==> src/verilog/dual_timer_pkg.sv <==
// constants, field layout and mode codes of the dual timer/counter block
// assumes a byte-wide register port and one system clock
package dual_timer_pkg;

  // ----------------------------------------------------------------
  // register port geometry
  // ----------------------------------------------------------------
  localparam int unsigned ADDR_W = 8;
  localparam int unsigned DATA_W = 8;

  // ----------------------------------------------------------------
  // register offsets
  // ----------------------------------------------------------------
  localparam logic [ADDR_W-1:0] OFS_RUN_FLAGS = 8'h88;
  localparam logic [ADDR_W-1:0] OFS_MODE      = 8'h89;
  localparam logic [ADDR_W-1:0] OFS_T0_LOW    = 8'h8a;
  localparam logic [ADDR_W-1:0] OFS_T1_LOW    = 8'h8b;
  localparam logic [ADDR_W-1:0] OFS_T0_HIGH   = 8'h8c;
  localparam logic [ADDR_W-1:0] OFS_T1_HIGH   = 8'h8d;
  localparam logic [ADDR_W-1:0] OFS_AUX_ONE   = 8'hf8;

  // ----------------------------------------------------------------
  // field positions
  // ----------------------------------------------------------------
  localparam int unsigned BIT_T1_FLAG   = 7;
  localparam int unsigned BIT_T1_RUN    = 6;
  localparam int unsigned BIT_T0_FLAG   = 5;
  localparam int unsigned BIT_T0_RUN    = 4;
  localparam int unsigned BIT_T1_GATE   = 7;
  localparam int unsigned BIT_T1_CSEL   = 6;
  localparam int unsigned T1_MODE_LSB   = 4;
  localparam int unsigned BIT_T0_GATE   = 3;
  localparam int unsigned BIT_T0_CSEL   = 2;
  localparam int unsigned T0_MODE_LSB   = 0;
  localparam int unsigned BIT_T1_SOURCE = 1;

  // ----------------------------------------------------------------
  // reset values and timing
  // ----------------------------------------------------------------
  localparam logic [DATA_W-1:0] RESET_BYTE      = 8'h00;
  localparam int unsigned       TIMEBASE_CYCLES = 2;
  localparam int unsigned       SLOW_DIV        = 16;
  localparam int unsigned       PRESCALE_W      = 5;

  // ----------------------------------------------------------------
  // timer modes
  // ----------------------------------------------------------------
  typedef enum logic [1:0] {
    MODE_PRESCALED = 2'b00,
    MODE_WIDE      = 2'b01,
    MODE_RELOAD    = 2'b10,
    MODE_SPLIT     = 2'b11
  } timer_mode_t;

endpackage : dual_timer_pkg

==> src/verilog/dual_timer_counter.sv <==
// two compatible timer/counters with byte register port
// assumes single system clock; slow clock and pins arrive asynchronously
//
// Strobed register access was chosen for this implementation.
`timescale 1ns/1ps

module dual_timer_counter
  import dual_timer_pkg::*;
(
  // clock and reset
  input  wire logic              clk_i,
  input  wire logic              rstn_i,
  // register port
  input  wire logic [ADDR_W-1:0] addr_i,
  input  wire logic [DATA_W-1:0] wdata_i,
  input  wire logic              wr_i,
  input  wire logic              rd_i,
  output logic      [DATA_W-1:0] rdata_o,
  // pins
  input  wire logic              ext_irq0_pin_i,
  input  wire logic              ext_irq1_pin_i,
  input  wire logic              t0_count_pin_i,
  input  wire logic              t1_count_pin_i,
  input  wire logic              slow_clk_i,
  // interrupt controller side
  input  wire logic              t0_vector_ack_i,
  input  wire logic              t1_vector_ack_i,
  output logic                   t0_overflow_flag_o,
  output logic                   t1_overflow_flag_o
);

  // ----------------------------------------------------------------
  // arithmetic helpers
  // ----------------------------------------------------------------
  // returns {overflow, byte+1}
  function automatic logic [8:0] inc8(input logic [7:0] val);
    inc8 = {1'b0, val} + 9'h001;
  endfunction : inc8

  // one count step in modes 00..10; returns {overflow, high, low}
  function automatic logic [16:0] timer_step(input timer_mode_t m,
                                             input logic [7:0]  lo,
                                             input logic [7:0]  hi);
    logic [7:0]            nlo;
    logic [7:0]            nhi;
    logic                  ovf;
    logic [PRESCALE_W-1:0] pre;
    nlo = lo;
    nhi = hi;
    ovf = 1'b0;
    pre = lo[PRESCALE_W-1:0];
    unique case (m)
      MODE_PRESCALED: begin
        // upper low-byte bits are left alone
        nlo[PRESCALE_W-1:0] = pre + 1'b1;
        if (&pre) begin
          {ovf, nhi} = inc8(hi);
        end
      end
      MODE_WIDE: begin
        {ovf, nhi, nlo} = {1'b0, hi, lo} + 17'h00001;
      end
      MODE_RELOAD: begin
        if (&lo) begin
          nlo = hi;
          ovf = 1'b1;
        end else begin
          nlo = lo + 8'h01;
        end
      end
      MODE_SPLIT: begin
        nlo = lo;
      end
    endcase
    timer_step = {ovf, nhi, nlo};
  endfunction : timer_step

  // ----------------------------------------------------------------
  // state
  // ----------------------------------------------------------------
  logic [DATA_W-1:0] mode_reg;
  logic [DATA_W-1:0] aux_reg;
  logic              t0_run_reg;
  logic              t1_run_reg;
  logic              tf0_reg;
  logic              tf1_reg;
  logic [7:0]        tl0_reg;
  logic [7:0]        th0_reg;
  logic [7:0]        tl1_reg;
  logic [7:0]        th1_reg;
  logic [DATA_W-1:0] rdata_reg;
  logic              base_reg;
  logic [3:0]        slow_cnt_reg;

  // ----------------------------------------------------------------
  // pin synchronisers
  // ----------------------------------------------------------------
  logic irq0_lvl;
  logic irq1_lvl;
  logic t0_fall;
  logic t1_fall;
  logic slow_fall;

  pin_edge_sync u_sync_irq0 (
    .clk_i(clk_i), .rstn_i(rstn_i), .pin_i(ext_irq0_pin_i), .level_o(irq0_lvl), .fall_o()
  );

  pin_edge_sync u_sync_irq1 (
    .clk_i(clk_i), .rstn_i(rstn_i), .pin_i(ext_irq1_pin_i), .level_o(irq1_lvl), .fall_o()
  );

  // pulses narrower than 2 clocks may be missed
  pin_edge_sync u_sync_t0 (
    .clk_i(clk_i), .rstn_i(rstn_i), .pin_i(t0_count_pin_i), .level_o(), .fall_o(t0_fall)
  );

  pin_edge_sync u_sync_t1 (
    .clk_i(clk_i), .rstn_i(rstn_i), .pin_i(t1_count_pin_i), .level_o(), .fall_o(t1_fall)
  );

  pin_edge_sync u_sync_slow (
    .clk_i(clk_i), .rstn_i(rstn_i), .pin_i(slow_clk_i), .level_o(), .fall_o(slow_fall)
  );

  // ----------------------------------------------------------------
  // time bases
  // ----------------------------------------------------------------
  logic base_tick;
  logic slow_tick;

  assign base_tick = (base_reg == 1'(TIMEBASE_CYCLES - 1));
  assign slow_tick = slow_fall & (slow_cnt_reg == 4'(SLOW_DIV - 1));

  always_ff @(posedge clk_i) begin
    if (!rstn_i) begin
      base_reg <= 1'b0;
    end else begin
      base_reg <= ~base_reg;
    end
  end

  always_ff @(posedge clk_i) begin
    if (!rstn_i) begin
      slow_cnt_reg <= 4'h0;
    end else if (slow_fall) begin
      slow_cnt_reg <= slow_cnt_reg + 4'h1;
    end
  end

  // ----------------------------------------------------------------
  // count enables
  // ----------------------------------------------------------------
  timer_mode_t t0_mode;
  timer_mode_t t1_mode;
  logic        t0_enable;
  logic        t1_enable;
  logic        t1_source;
  logic        t0_inc;
  logic        t1_inc;
  logic        th0_split_inc;

  assign t0_mode   = timer_mode_t'(mode_reg[T0_MODE_LSB +: 2]);
  assign t1_mode   = timer_mode_t'(mode_reg[T1_MODE_LSB +: 2]);
  assign t0_enable = t0_run_reg & (~mode_reg[BIT_T0_GATE] | irq0_lvl);
  assign t1_enable = t1_run_reg & (~mode_reg[BIT_T1_GATE] | irq1_lvl);
  assign t1_source = aux_reg[BIT_T1_SOURCE] ? slow_tick : t1_fall;
  assign t0_inc    = t0_enable & (mode_reg[BIT_T0_CSEL] ? t0_fall : base_tick);
  assign t1_inc    = t1_enable & (mode_reg[BIT_T1_CSEL] ? t1_source : base_tick);
  // split high byte runs off the timer1 run bit alone
  assign th0_split_inc = (t0_mode == MODE_SPLIT) & t1_run_reg & base_tick;

  // ----------------------------------------------------------------
  // next count values
  // ----------------------------------------------------------------
  logic [16:0] t0_step;
  logic [16:0] t1_step;
  logic [8:0]  tl0_split;
  logic [8:0]  th0_split;
  logic        t0_ovf;
  logic        t1_ovf;
  logic        th0_ovf;
  logic [7:0]  tl0_next;
  logic [7:0]  th0_next;
  logic [7:0]  tl1_next;
  logic [7:0]  th1_next;

  assign t0_step   = timer_step(t0_mode, tl0_reg, th0_reg);
  assign t1_step   = timer_step(t1_mode, tl1_reg, th1_reg);
  assign tl0_split = inc8(tl0_reg);
  assign th0_split = inc8(th0_reg);

  always_comb begin
    tl0_next = tl0_reg;
    th0_next = th0_reg;
    t0_ovf   = 1'b0;
    th0_ovf  = 1'b0;
    if (t0_mode == MODE_SPLIT) begin
      if (t0_inc) begin
        tl0_next = tl0_split[7:0];
        t0_ovf   = tl0_split[8];
      end
      if (th0_split_inc) begin
        th0_next = th0_split[7:0];
        th0_ovf  = th0_split[8];
      end
    end else if (t0_inc) begin
      {t0_ovf, th0_next, tl0_next} = t0_step;
    end
  end

  always_comb begin
    tl1_next = tl1_reg;
    th1_next = th1_reg;
    t1_ovf   = 1'b0;
    // mode 11 holds timer1 still
    if (t1_inc && t1_mode != MODE_SPLIT) begin
      {t1_ovf, th1_next, tl1_next} = t1_step;
    end
  end

  // ----------------------------------------------------------------
  // register writes
  // ----------------------------------------------------------------
  logic wr_run;
  logic wr_mode;
  logic wr_aux;

  assign wr_run  = wr_i & (addr_i == OFS_RUN_FLAGS);
  assign wr_mode = wr_i & (addr_i == OFS_MODE);
  assign wr_aux  = wr_i & (addr_i == OFS_AUX_ONE);

  always_ff @(posedge clk_i) begin
    if (!rstn_i) begin
      mode_reg <= RESET_BYTE;
      aux_reg  <= RESET_BYTE;
    end else begin
      if (wr_mode) begin
        mode_reg <= wdata_i;
      end
      if (wr_aux) begin
        aux_reg <= wdata_i;
      end
    end
  end

  always_ff @(posedge clk_i) begin
    if (!rstn_i) begin
      t0_run_reg <= 1'b0;
      t1_run_reg <= 1'b0;
    end else if (wr_run) begin
      t0_run_reg <= wdata_i[BIT_T0_RUN];
      t1_run_reg <= wdata_i[BIT_T1_RUN];
    end
  end

  // ----------------------------------------------------------------
  // overflow flags: a hardware set beats any clear
  // ----------------------------------------------------------------
  logic tf1_set;

  // timer1 loses its flag to the split high byte
  assign tf1_set = (t0_mode == MODE_SPLIT) ? th0_ovf : t1_ovf;

  always_ff @(posedge clk_i) begin
    if (!rstn_i) begin
      tf0_reg <= 1'b0;
    end else if (t0_ovf) begin
      tf0_reg <= 1'b1;
    end else if (t0_vector_ack_i) begin
      tf0_reg <= 1'b0;
    end else if (wr_run) begin
      tf0_reg <= wdata_i[BIT_T0_FLAG];
    end
  end

  always_ff @(posedge clk_i) begin
    if (!rstn_i) begin
      tf1_reg <= 1'b0;
    end else if (tf1_set) begin
      tf1_reg <= 1'b1;
    end else if (t1_vector_ack_i) begin
      tf1_reg <= 1'b0;
    end else if (wr_run) begin
      tf1_reg <= wdata_i[BIT_T1_FLAG];
    end
  end

  // ----------------------------------------------------------------
  // count bytes: software write beats counting that cycle
  // ----------------------------------------------------------------
  always_ff @(posedge clk_i) begin
    if (!rstn_i) begin
      tl0_reg <= RESET_BYTE;
      th0_reg <= RESET_BYTE;
    end else begin
      tl0_reg <= (wr_i && addr_i == OFS_T0_LOW) ? wdata_i : tl0_next;
      th0_reg <= (wr_i && addr_i == OFS_T0_HIGH) ? wdata_i : th0_next;
    end
  end

  always_ff @(posedge clk_i) begin
    if (!rstn_i) begin
      tl1_reg <= RESET_BYTE;
      th1_reg <= RESET_BYTE;
    end else begin
      tl1_reg <= (wr_i && addr_i == OFS_T1_LOW) ? wdata_i : tl1_next;
      th1_reg <= (wr_i && addr_i == OFS_T1_HIGH) ? wdata_i : th1_next;
    end
  end

  // ----------------------------------------------------------------
  // read port
  // ----------------------------------------------------------------
  logic [DATA_W-1:0] run_flags_view;

  always_comb begin
    run_flags_view              = RESET_BYTE;
    run_flags_view[BIT_T1_FLAG] = tf1_reg;
    run_flags_view[BIT_T1_RUN]  = t1_run_reg;
    run_flags_view[BIT_T0_FLAG] = tf0_reg;
    run_flags_view[BIT_T0_RUN]  = t0_run_reg;
  end

  // unmapped addresses read zero
  always_ff @(posedge clk_i) begin
    if (!rstn_i) begin
      rdata_reg <= RESET_BYTE;
    end else if (rd_i) begin
      unique case (addr_i)
        OFS_RUN_FLAGS: rdata_reg <= run_flags_view;
        OFS_MODE:      rdata_reg <= mode_reg;
        OFS_T0_LOW:    rdata_reg <= tl0_reg;
        OFS_T1_LOW:    rdata_reg <= tl1_reg;
        OFS_T0_HIGH:   rdata_reg <= th0_reg;
        OFS_T1_HIGH:   rdata_reg <= th1_reg;
        OFS_AUX_ONE:   rdata_reg <= aux_reg;
        default:       rdata_reg <= RESET_BYTE;
      endcase
    end else begin
      rdata_reg <= RESET_BYTE;
    end
  end

  assign rdata_o            = rdata_reg;
  assign t0_overflow_flag_o = tf0_reg;
  assign t1_overflow_flag_o = tf1_reg;

endmodule : dual_timer_counter

==> src/verilog/pin_edge_sync.sv <==
// two-stage synchroniser with falling-edge detector for one pin
// assumes the pin is asynchronous to clk_i
`timescale 1ns/1ps
module pin_edge_sync (
  // clock and reset
  input  wire logic clk_i,
  input  wire logic rstn_i,
  // pin side
  input  wire logic pin_i,
  // synchronised side
  output logic      level_o,
  output logic      fall_o
);

  logic meta_reg;
  logic sync_reg;
  logic prev_reg;

  // first stage feeds only the second one
  always_ff @(posedge clk_i) begin
    if (!rstn_i) begin
      meta_reg <= 1'b0;
      sync_reg <= 1'b0;
      prev_reg <= 1'b0;
    end else begin
      meta_reg <= pin_i;
      sync_reg <= meta_reg;
      prev_reg <= sync_reg;
    end
  end

  assign level_o = sync_reg;
  assign fall_o  = prev_reg & ~sync_reg;

endmodule : pin_edge_sync
==> config.mk <==
export PLATFORM = sky130hd
export DESIGN_NAME = dual_timer_counter
export DESIGN_NICKNAME = d
export VERILOG_FILES = /design/src/verilog/dual_timer_pkg.sv /design/src/verilog/dual_timer_counter.sv /design/src/verilog/pin_edge_sync.sv
export SDC_FILE = /design/constraint.sdc
export NUM_CORES = 1
export LEC_CHECK = 0
export BUFFER_PORTS_ARGS = -buffer_cell sky130_fd_sc_hd__buf_2
export CORE_ASPECT_RATIO = 1.75
export CORE_UTILIZATION = 54
export CTS_CLUSTER_SIZE = 25
export DETAILED_ROUTE_END_ITERATION = 6
export PLACE_DENSITY = 0.75
export SLEW_MARGIN = 40
export SYNTH_ARGS = -nofsm -noshare
export SYNTH_HDL_FRONTEND = slang
export SYNTH_HIERARCHICAL = 1
export SYNTH_SLANG_ARGS = --single-unit
==> constraint.sdc <==
create_clock -name clk_i -period 2.2 [get_ports clk_i]
set_input_delay 0 -clock clk_i [delete_from_list [all_inputs] [get_ports clk_i]]
set_output_delay 0 -clock clk_i [all_outputs]
set_load 0.01 [all_outputs]
==> Yosys cells after proc, flatten, opt, wreduce, memory -nomap -nowiden <==
Cells that the tools add are included.
{ "classes": {"addsub": 10, "mul": 0, "div": 0, "n_lt_le_gt_ge": 0, "eq_ne": 19, "shifts": 0, "mux": 44, "n_bitwise": 21, "n_reduce_logical": 27} }
{ "op_table": {"columns": ["cell", "n"], "rows": [
  ["two-way mux 8 bit", 16],
  ["== test 8 bit, second input constant", 7],
  ["case mux 8 bit (7 select lines)", 1],
  ["adder 16 x 1 -> 17 bit, second input constant", 2],
  ["case mux 8 bit (2 select lines)", 2],
  ["case mux 5 bit (3 select lines)", 2],
  ["adder 8 x 1 -> 9 bit, second input constant", 3],
  ["two-way mux 1 bit", 19],
  ["adder 8 x 1 -> 8 bit, second input constant", 2],
  ["AND reduction 8 bit", 2],
  ["nonzero test 3 bit", 5],
  ["AND 1 bit", 13],
  ["case mux 3 bit (2 select lines)", 2],
  ["adder 5 x 1 -> 5 bit, second input constant", 2],
  ["AND reduction 5 bit", 2],
  ["== test 2 bit, second input constant", 4],
  ["AND reduction 2 bit", 4],
  ["nonzero test 4 bit", 2],
  ["inverter 1 bit", 6],
  ["case mux 1 bit (3 select lines)", 2],
  ["nonzero test 2 bit", 3],
  ["logical AND 1 bit", 5],
  ["adder 4 x 1 -> 4 bit, second input constant", 1],
  ["== test 2 x 1 -> 1 bit, second input constant", 2],
  ["other kinds (9)", 12]
]} }
{ "word_totals": {"regBits": 78, "latch_bits": 0, "ram_bits": 0, "mem_bits_ro": 0, "in_bits": 27, "out_inout_bits": 10, "word_cells": 149, "mem_count": 0} }

==> Logic depth before layout (Yosys ltp) <==
{ "logic_depth": {"word_depth": 10, "ltp_mapped": 8, "mapped_depth_nobuf": 8} }

==> Modules after synthesis <==
The synthesis kept the hierarchy.
{ "by_module_without_submodules": {"columns": ["module", "instances", "cells_each", "area_each_um2", "seq_area_each_um2"], "rows": [
  ["dual_timer_counter", 1, 519, 4108.9, 1301.2],
  ["pin_edge_sync", 5, 7, 88.8, 60.1]
]} }

==> Worst setup path before layout <==
No wires, ideal clock.
{ "synth_timing": {"path_kind": "register to register", "startpoint": "reg tl1_reg[0]", "endpoint": "reg th1_reg[5]", "setup_ns": 0.074, "arrival_ns": 2.086, "required_time_ns": 2.126, "slack_ns": 0.040, "path_stages_with_launch": 9, "path_buffers": 0, "synth_period_minus_slack_ns": 2.160, "cell_sequence": "dfxtp_1 > ha_1 > and3_1 > ha_1 > nand2_1 > a2111oi_4 > nand4_2 > or3_1 > a31oi_1"} }
{ "synth_between": {"elab_chain_len": 4, "word_cells_on_any_way": 7, "cone_classes": "1 x add/sub; 1 x eq/ne; 3 x mux; 2 x reduce/logical"} }
{ "synth_rtl": {"columns": ["item", "line_no", "text"], "rows": [
  ["from (decl)", "dual_timer_counter.sv:89", "logic [7:0] tl1_reg;"],
  ["from (signal assigned)", "dual_timer_counter.sv:306", "tl1_reg <= (wr_i && addr_i == OFS_T1_LOW) ? wdata_i : tl1_next;"],
  ["adder 16 x 1 -> 17 bit", "dual_timer_counter.sv:61", "{ovf, nhi, nlo} = {1'b0, hi, lo} + 17'h00001;"],
  ["case mux 8 bit (2 select lines)", "dual_timer_counter.sv:52", "unique case (m)"],
  ["two-way mux 8 bit", "dual_timer_counter.sv:216", "if (t1_inc && t1_mode != MODE_SPLIT) begin"],
  ["two-way mux 8 bit", "dual_timer_counter.sv:307", "th1_reg <= (wr_i && addr_i == OFS_T1_HIGH) ? wdata_i : th1_next;"],
  ["to (signal assigned)", "dual_timer_counter.sv:307", null],
  ["to (decl)", "dual_timer_counter.sv:90", "logic [7:0] th1_reg;"]
]} }
Several ways; a longest one is shown, not always the timed one. The select of a mux whose other input is x is not followed.
A chain may end at the register's enable or synchronous reset.

==> Worst setup path in the final report <==
{ "layout_timing": {"startpoint": "reg mode_reg[4]", "endpoint": "reg tl1_reg[4]"} }
{ "layout_between": {"elab_chain_len": 4, "word_cells_on_any_way": 12, "cone_classes": "5 x eq/ne; 3 x mux; 4 x reduce/logical"} }
{ "layout_rtl": {"columns": ["item", "line_no", "text"], "rows": [
  ["from (decl)", "dual_timer_counter.sv:81", "logic [DATA_W-1:0] mode_reg;"],
  ["from (signal assigned)", "dual_timer_counter.sv:238", "mode_reg <= wdata_i;"],
  ["== test 2 bit (tied with other cells)", "dual_timer_counter.sv:52", null],
  ["case mux 5 bit (3 select lines) or logical AND 1 bit (tied branches)", "dual_timer_counter.sv:52, dual_timer_counter.sv:216", null],
  ["two-way mux 8 bit or nonzero test 2 bit (tied branches)", null, null],
  ["two-way mux 8 bit or AND reduction 2 bit (tied branches)", null, null]
]} }
Several ways; a longest one is shown, not always the timed one. The select of a mux whose other input is x is not followed.

==> impl_metrics.ini <==
[route]
final_antenna_net_count = 0
drtPass1Iterations = 7
wire_per_inst_microns = 21.58
drtIter0Drc = 524
vias = 4637
wirelength_microns = 14930
drc = 8
via_per_inst = 6.701

[setup_path]
required_ps = 2410
cp_slowest_cell = a221oi_1
cpPeakStageDelay_ps = 450
path_cells = ha_1 > nand2b_1 > nor3_1 > nand2_1 > a221oi_1 > o32ai_1
end_kind = flop
r2r.worst_path.cells = 6
cp.arrival_ps = 2310
cp-start-kind = flop
worstPathMaxFanout = 7
critPathKind = flop to flop

[placement]
dpl_cell_area_sq_um = 4822
pre_cts_slack_ps = 110.8
port_buffers = 36
dp_hpwl_microns = 11280
routabilityCongestion = 1.058

[grt]
grt_max_degree = 20
grt_pass1_wl_microns = 23010
antenna_found_initial = 0
grt_overflow = 0
grt_pass1_vias = 4409
grt_usage_pct = 35.79

[sta]
finalSetupViolCount = 0
clock_skew_ps = 4.095
tightest_slew_ps = 673.8
maxSlewViolCount = 0
min_period_ps = 2097
max_freq_mhz = 476.9
rsz0062_at_grt = false
finalHoldViolations = 0
hold_ws_ps = 15.69
max_slew_margin_pct = 55.03
setup_ws_ps = 103.1
fin_crit_sh_pct = 95.31
setup_tns_ps = 0

[cts]
clock_latency_ps = 340
cts_max_path_buffers = 2
cts_made_buffers = 9
cts_root_buf = clkbuf_16
cts_tree = yes
htree_levels = 3
clk_pin_slew_ps = 60
cts_sinks = 78

[synthesis]
postSynthAreaPerCell_sq_um = 8.176
syn_area_sq_um = 4481
postSynthCellCount = 548
synth_nets = 590
yosys_warnings = 6

[final_layout]
multi_input_area_sq_um = 2726
areaGrowthSynthToFinish_pct = 16.28
regArea_sq_um = 1565
mostFrequentLayoutCells = dfxtp_1 (75), nand2_1 (69), a21oi_1 (37), buf_2 (36), o21ai_0 (35)
layout-drive-gt1-share_pct = 17.94
final_nets = 639
fillCellCount = 694
final_cell_area_sq_um = 5210
num_antenna_cells = 0
final_common_cell = dfxtp_1

[min_path]
hp-class = input pin to flop
min_path_cells = 3

[die]
rows = 43
initial_core_util_pct = 56.27
core_sq_um = 7963
fp.dieW_microns = 70.86
die_h_microns = 122.5
dieArea_sq_um = 8680
io-pin-count = 37

[outcome]
violations = design-rule violations
outcome = finished, violations left

[power]
power_density_nw_per_um2 = 599.5
power_leakage_nw = 1.929
peakVddDrop_mv = 0.4231

[job]
maxCapViolations = 0
power by group:
group / switching (W) / internal (W)
sequential: 0.0000116 / 0.00143
clock: 0.000627 / 0.000887
combinational: 0.000107 / 0.0000637
critical path: cells and delay by family, from the launching register on:
family / cells / cell delay, ps
adders and majority gates: 1 / 200
DFF: 1 / 360
AOI/OAI and AO/OA: 2 / 600
and+or+nand+nor: 3 / 820
routing by layer:
metal	part of all wire (%)	vias to the layer above	global-route usage, %
met5	0	-	0
met4	9.6	0	31.25
met3	6.4	96	6.240
met2	50	256	62.80
met1	34	2169	36.03
li1	-	2116	-
through the flow:
step / power (W) / std cells / utilization [%]
final: 0.003124 / 692 / 65.43
after global routing: 0.003214 / 692 / 65.43
after CTS: 0.003141 / 689 / 65.07
after detailed placement: 0.001628 / 667 / 60.56
after global placement: 0.001624 / 667 / 60.56
after floorplan: 0.001545 / 548 / -
final cells by class:
type	count	area share [%]
clock buffers	10	4.395
clock inverters	6	1.345
inverters	19	1.369
multi-input cells	421	52.33
flip-flops and latches	78	30.04
well taps	90	2.161
repair buffers	68	8.357
path summary, 6_finish.rpt:
kind	startpoint	end	slack, ps
min	wdata_i[7]	aux_reg[7]$_SDFFE_PN0P_	20
max	mode_reg[4]$_SDFFE_PN0P_	tl1_reg[4]$_SDFFE_PN0P_	100
max reg2reg	mode_reg[4]$_SDFFE_PN0P_	tl1_reg[4]$_SDFFE_PN0P_	100
min reg2reg	u_sync_irq1/meta_reg$_SDFF_PN0_	u_sync_irq1/level_o$_SDFF_PN0_	430
what timing repair did:
action	CTS	global route
setup buffers	0	3
setup endpoints to repair	0	5
endpoints found under the hold margin	8	0
hold buffers	6	0
gates resized for setup	0	4
(Power assumes the default switching activity.)
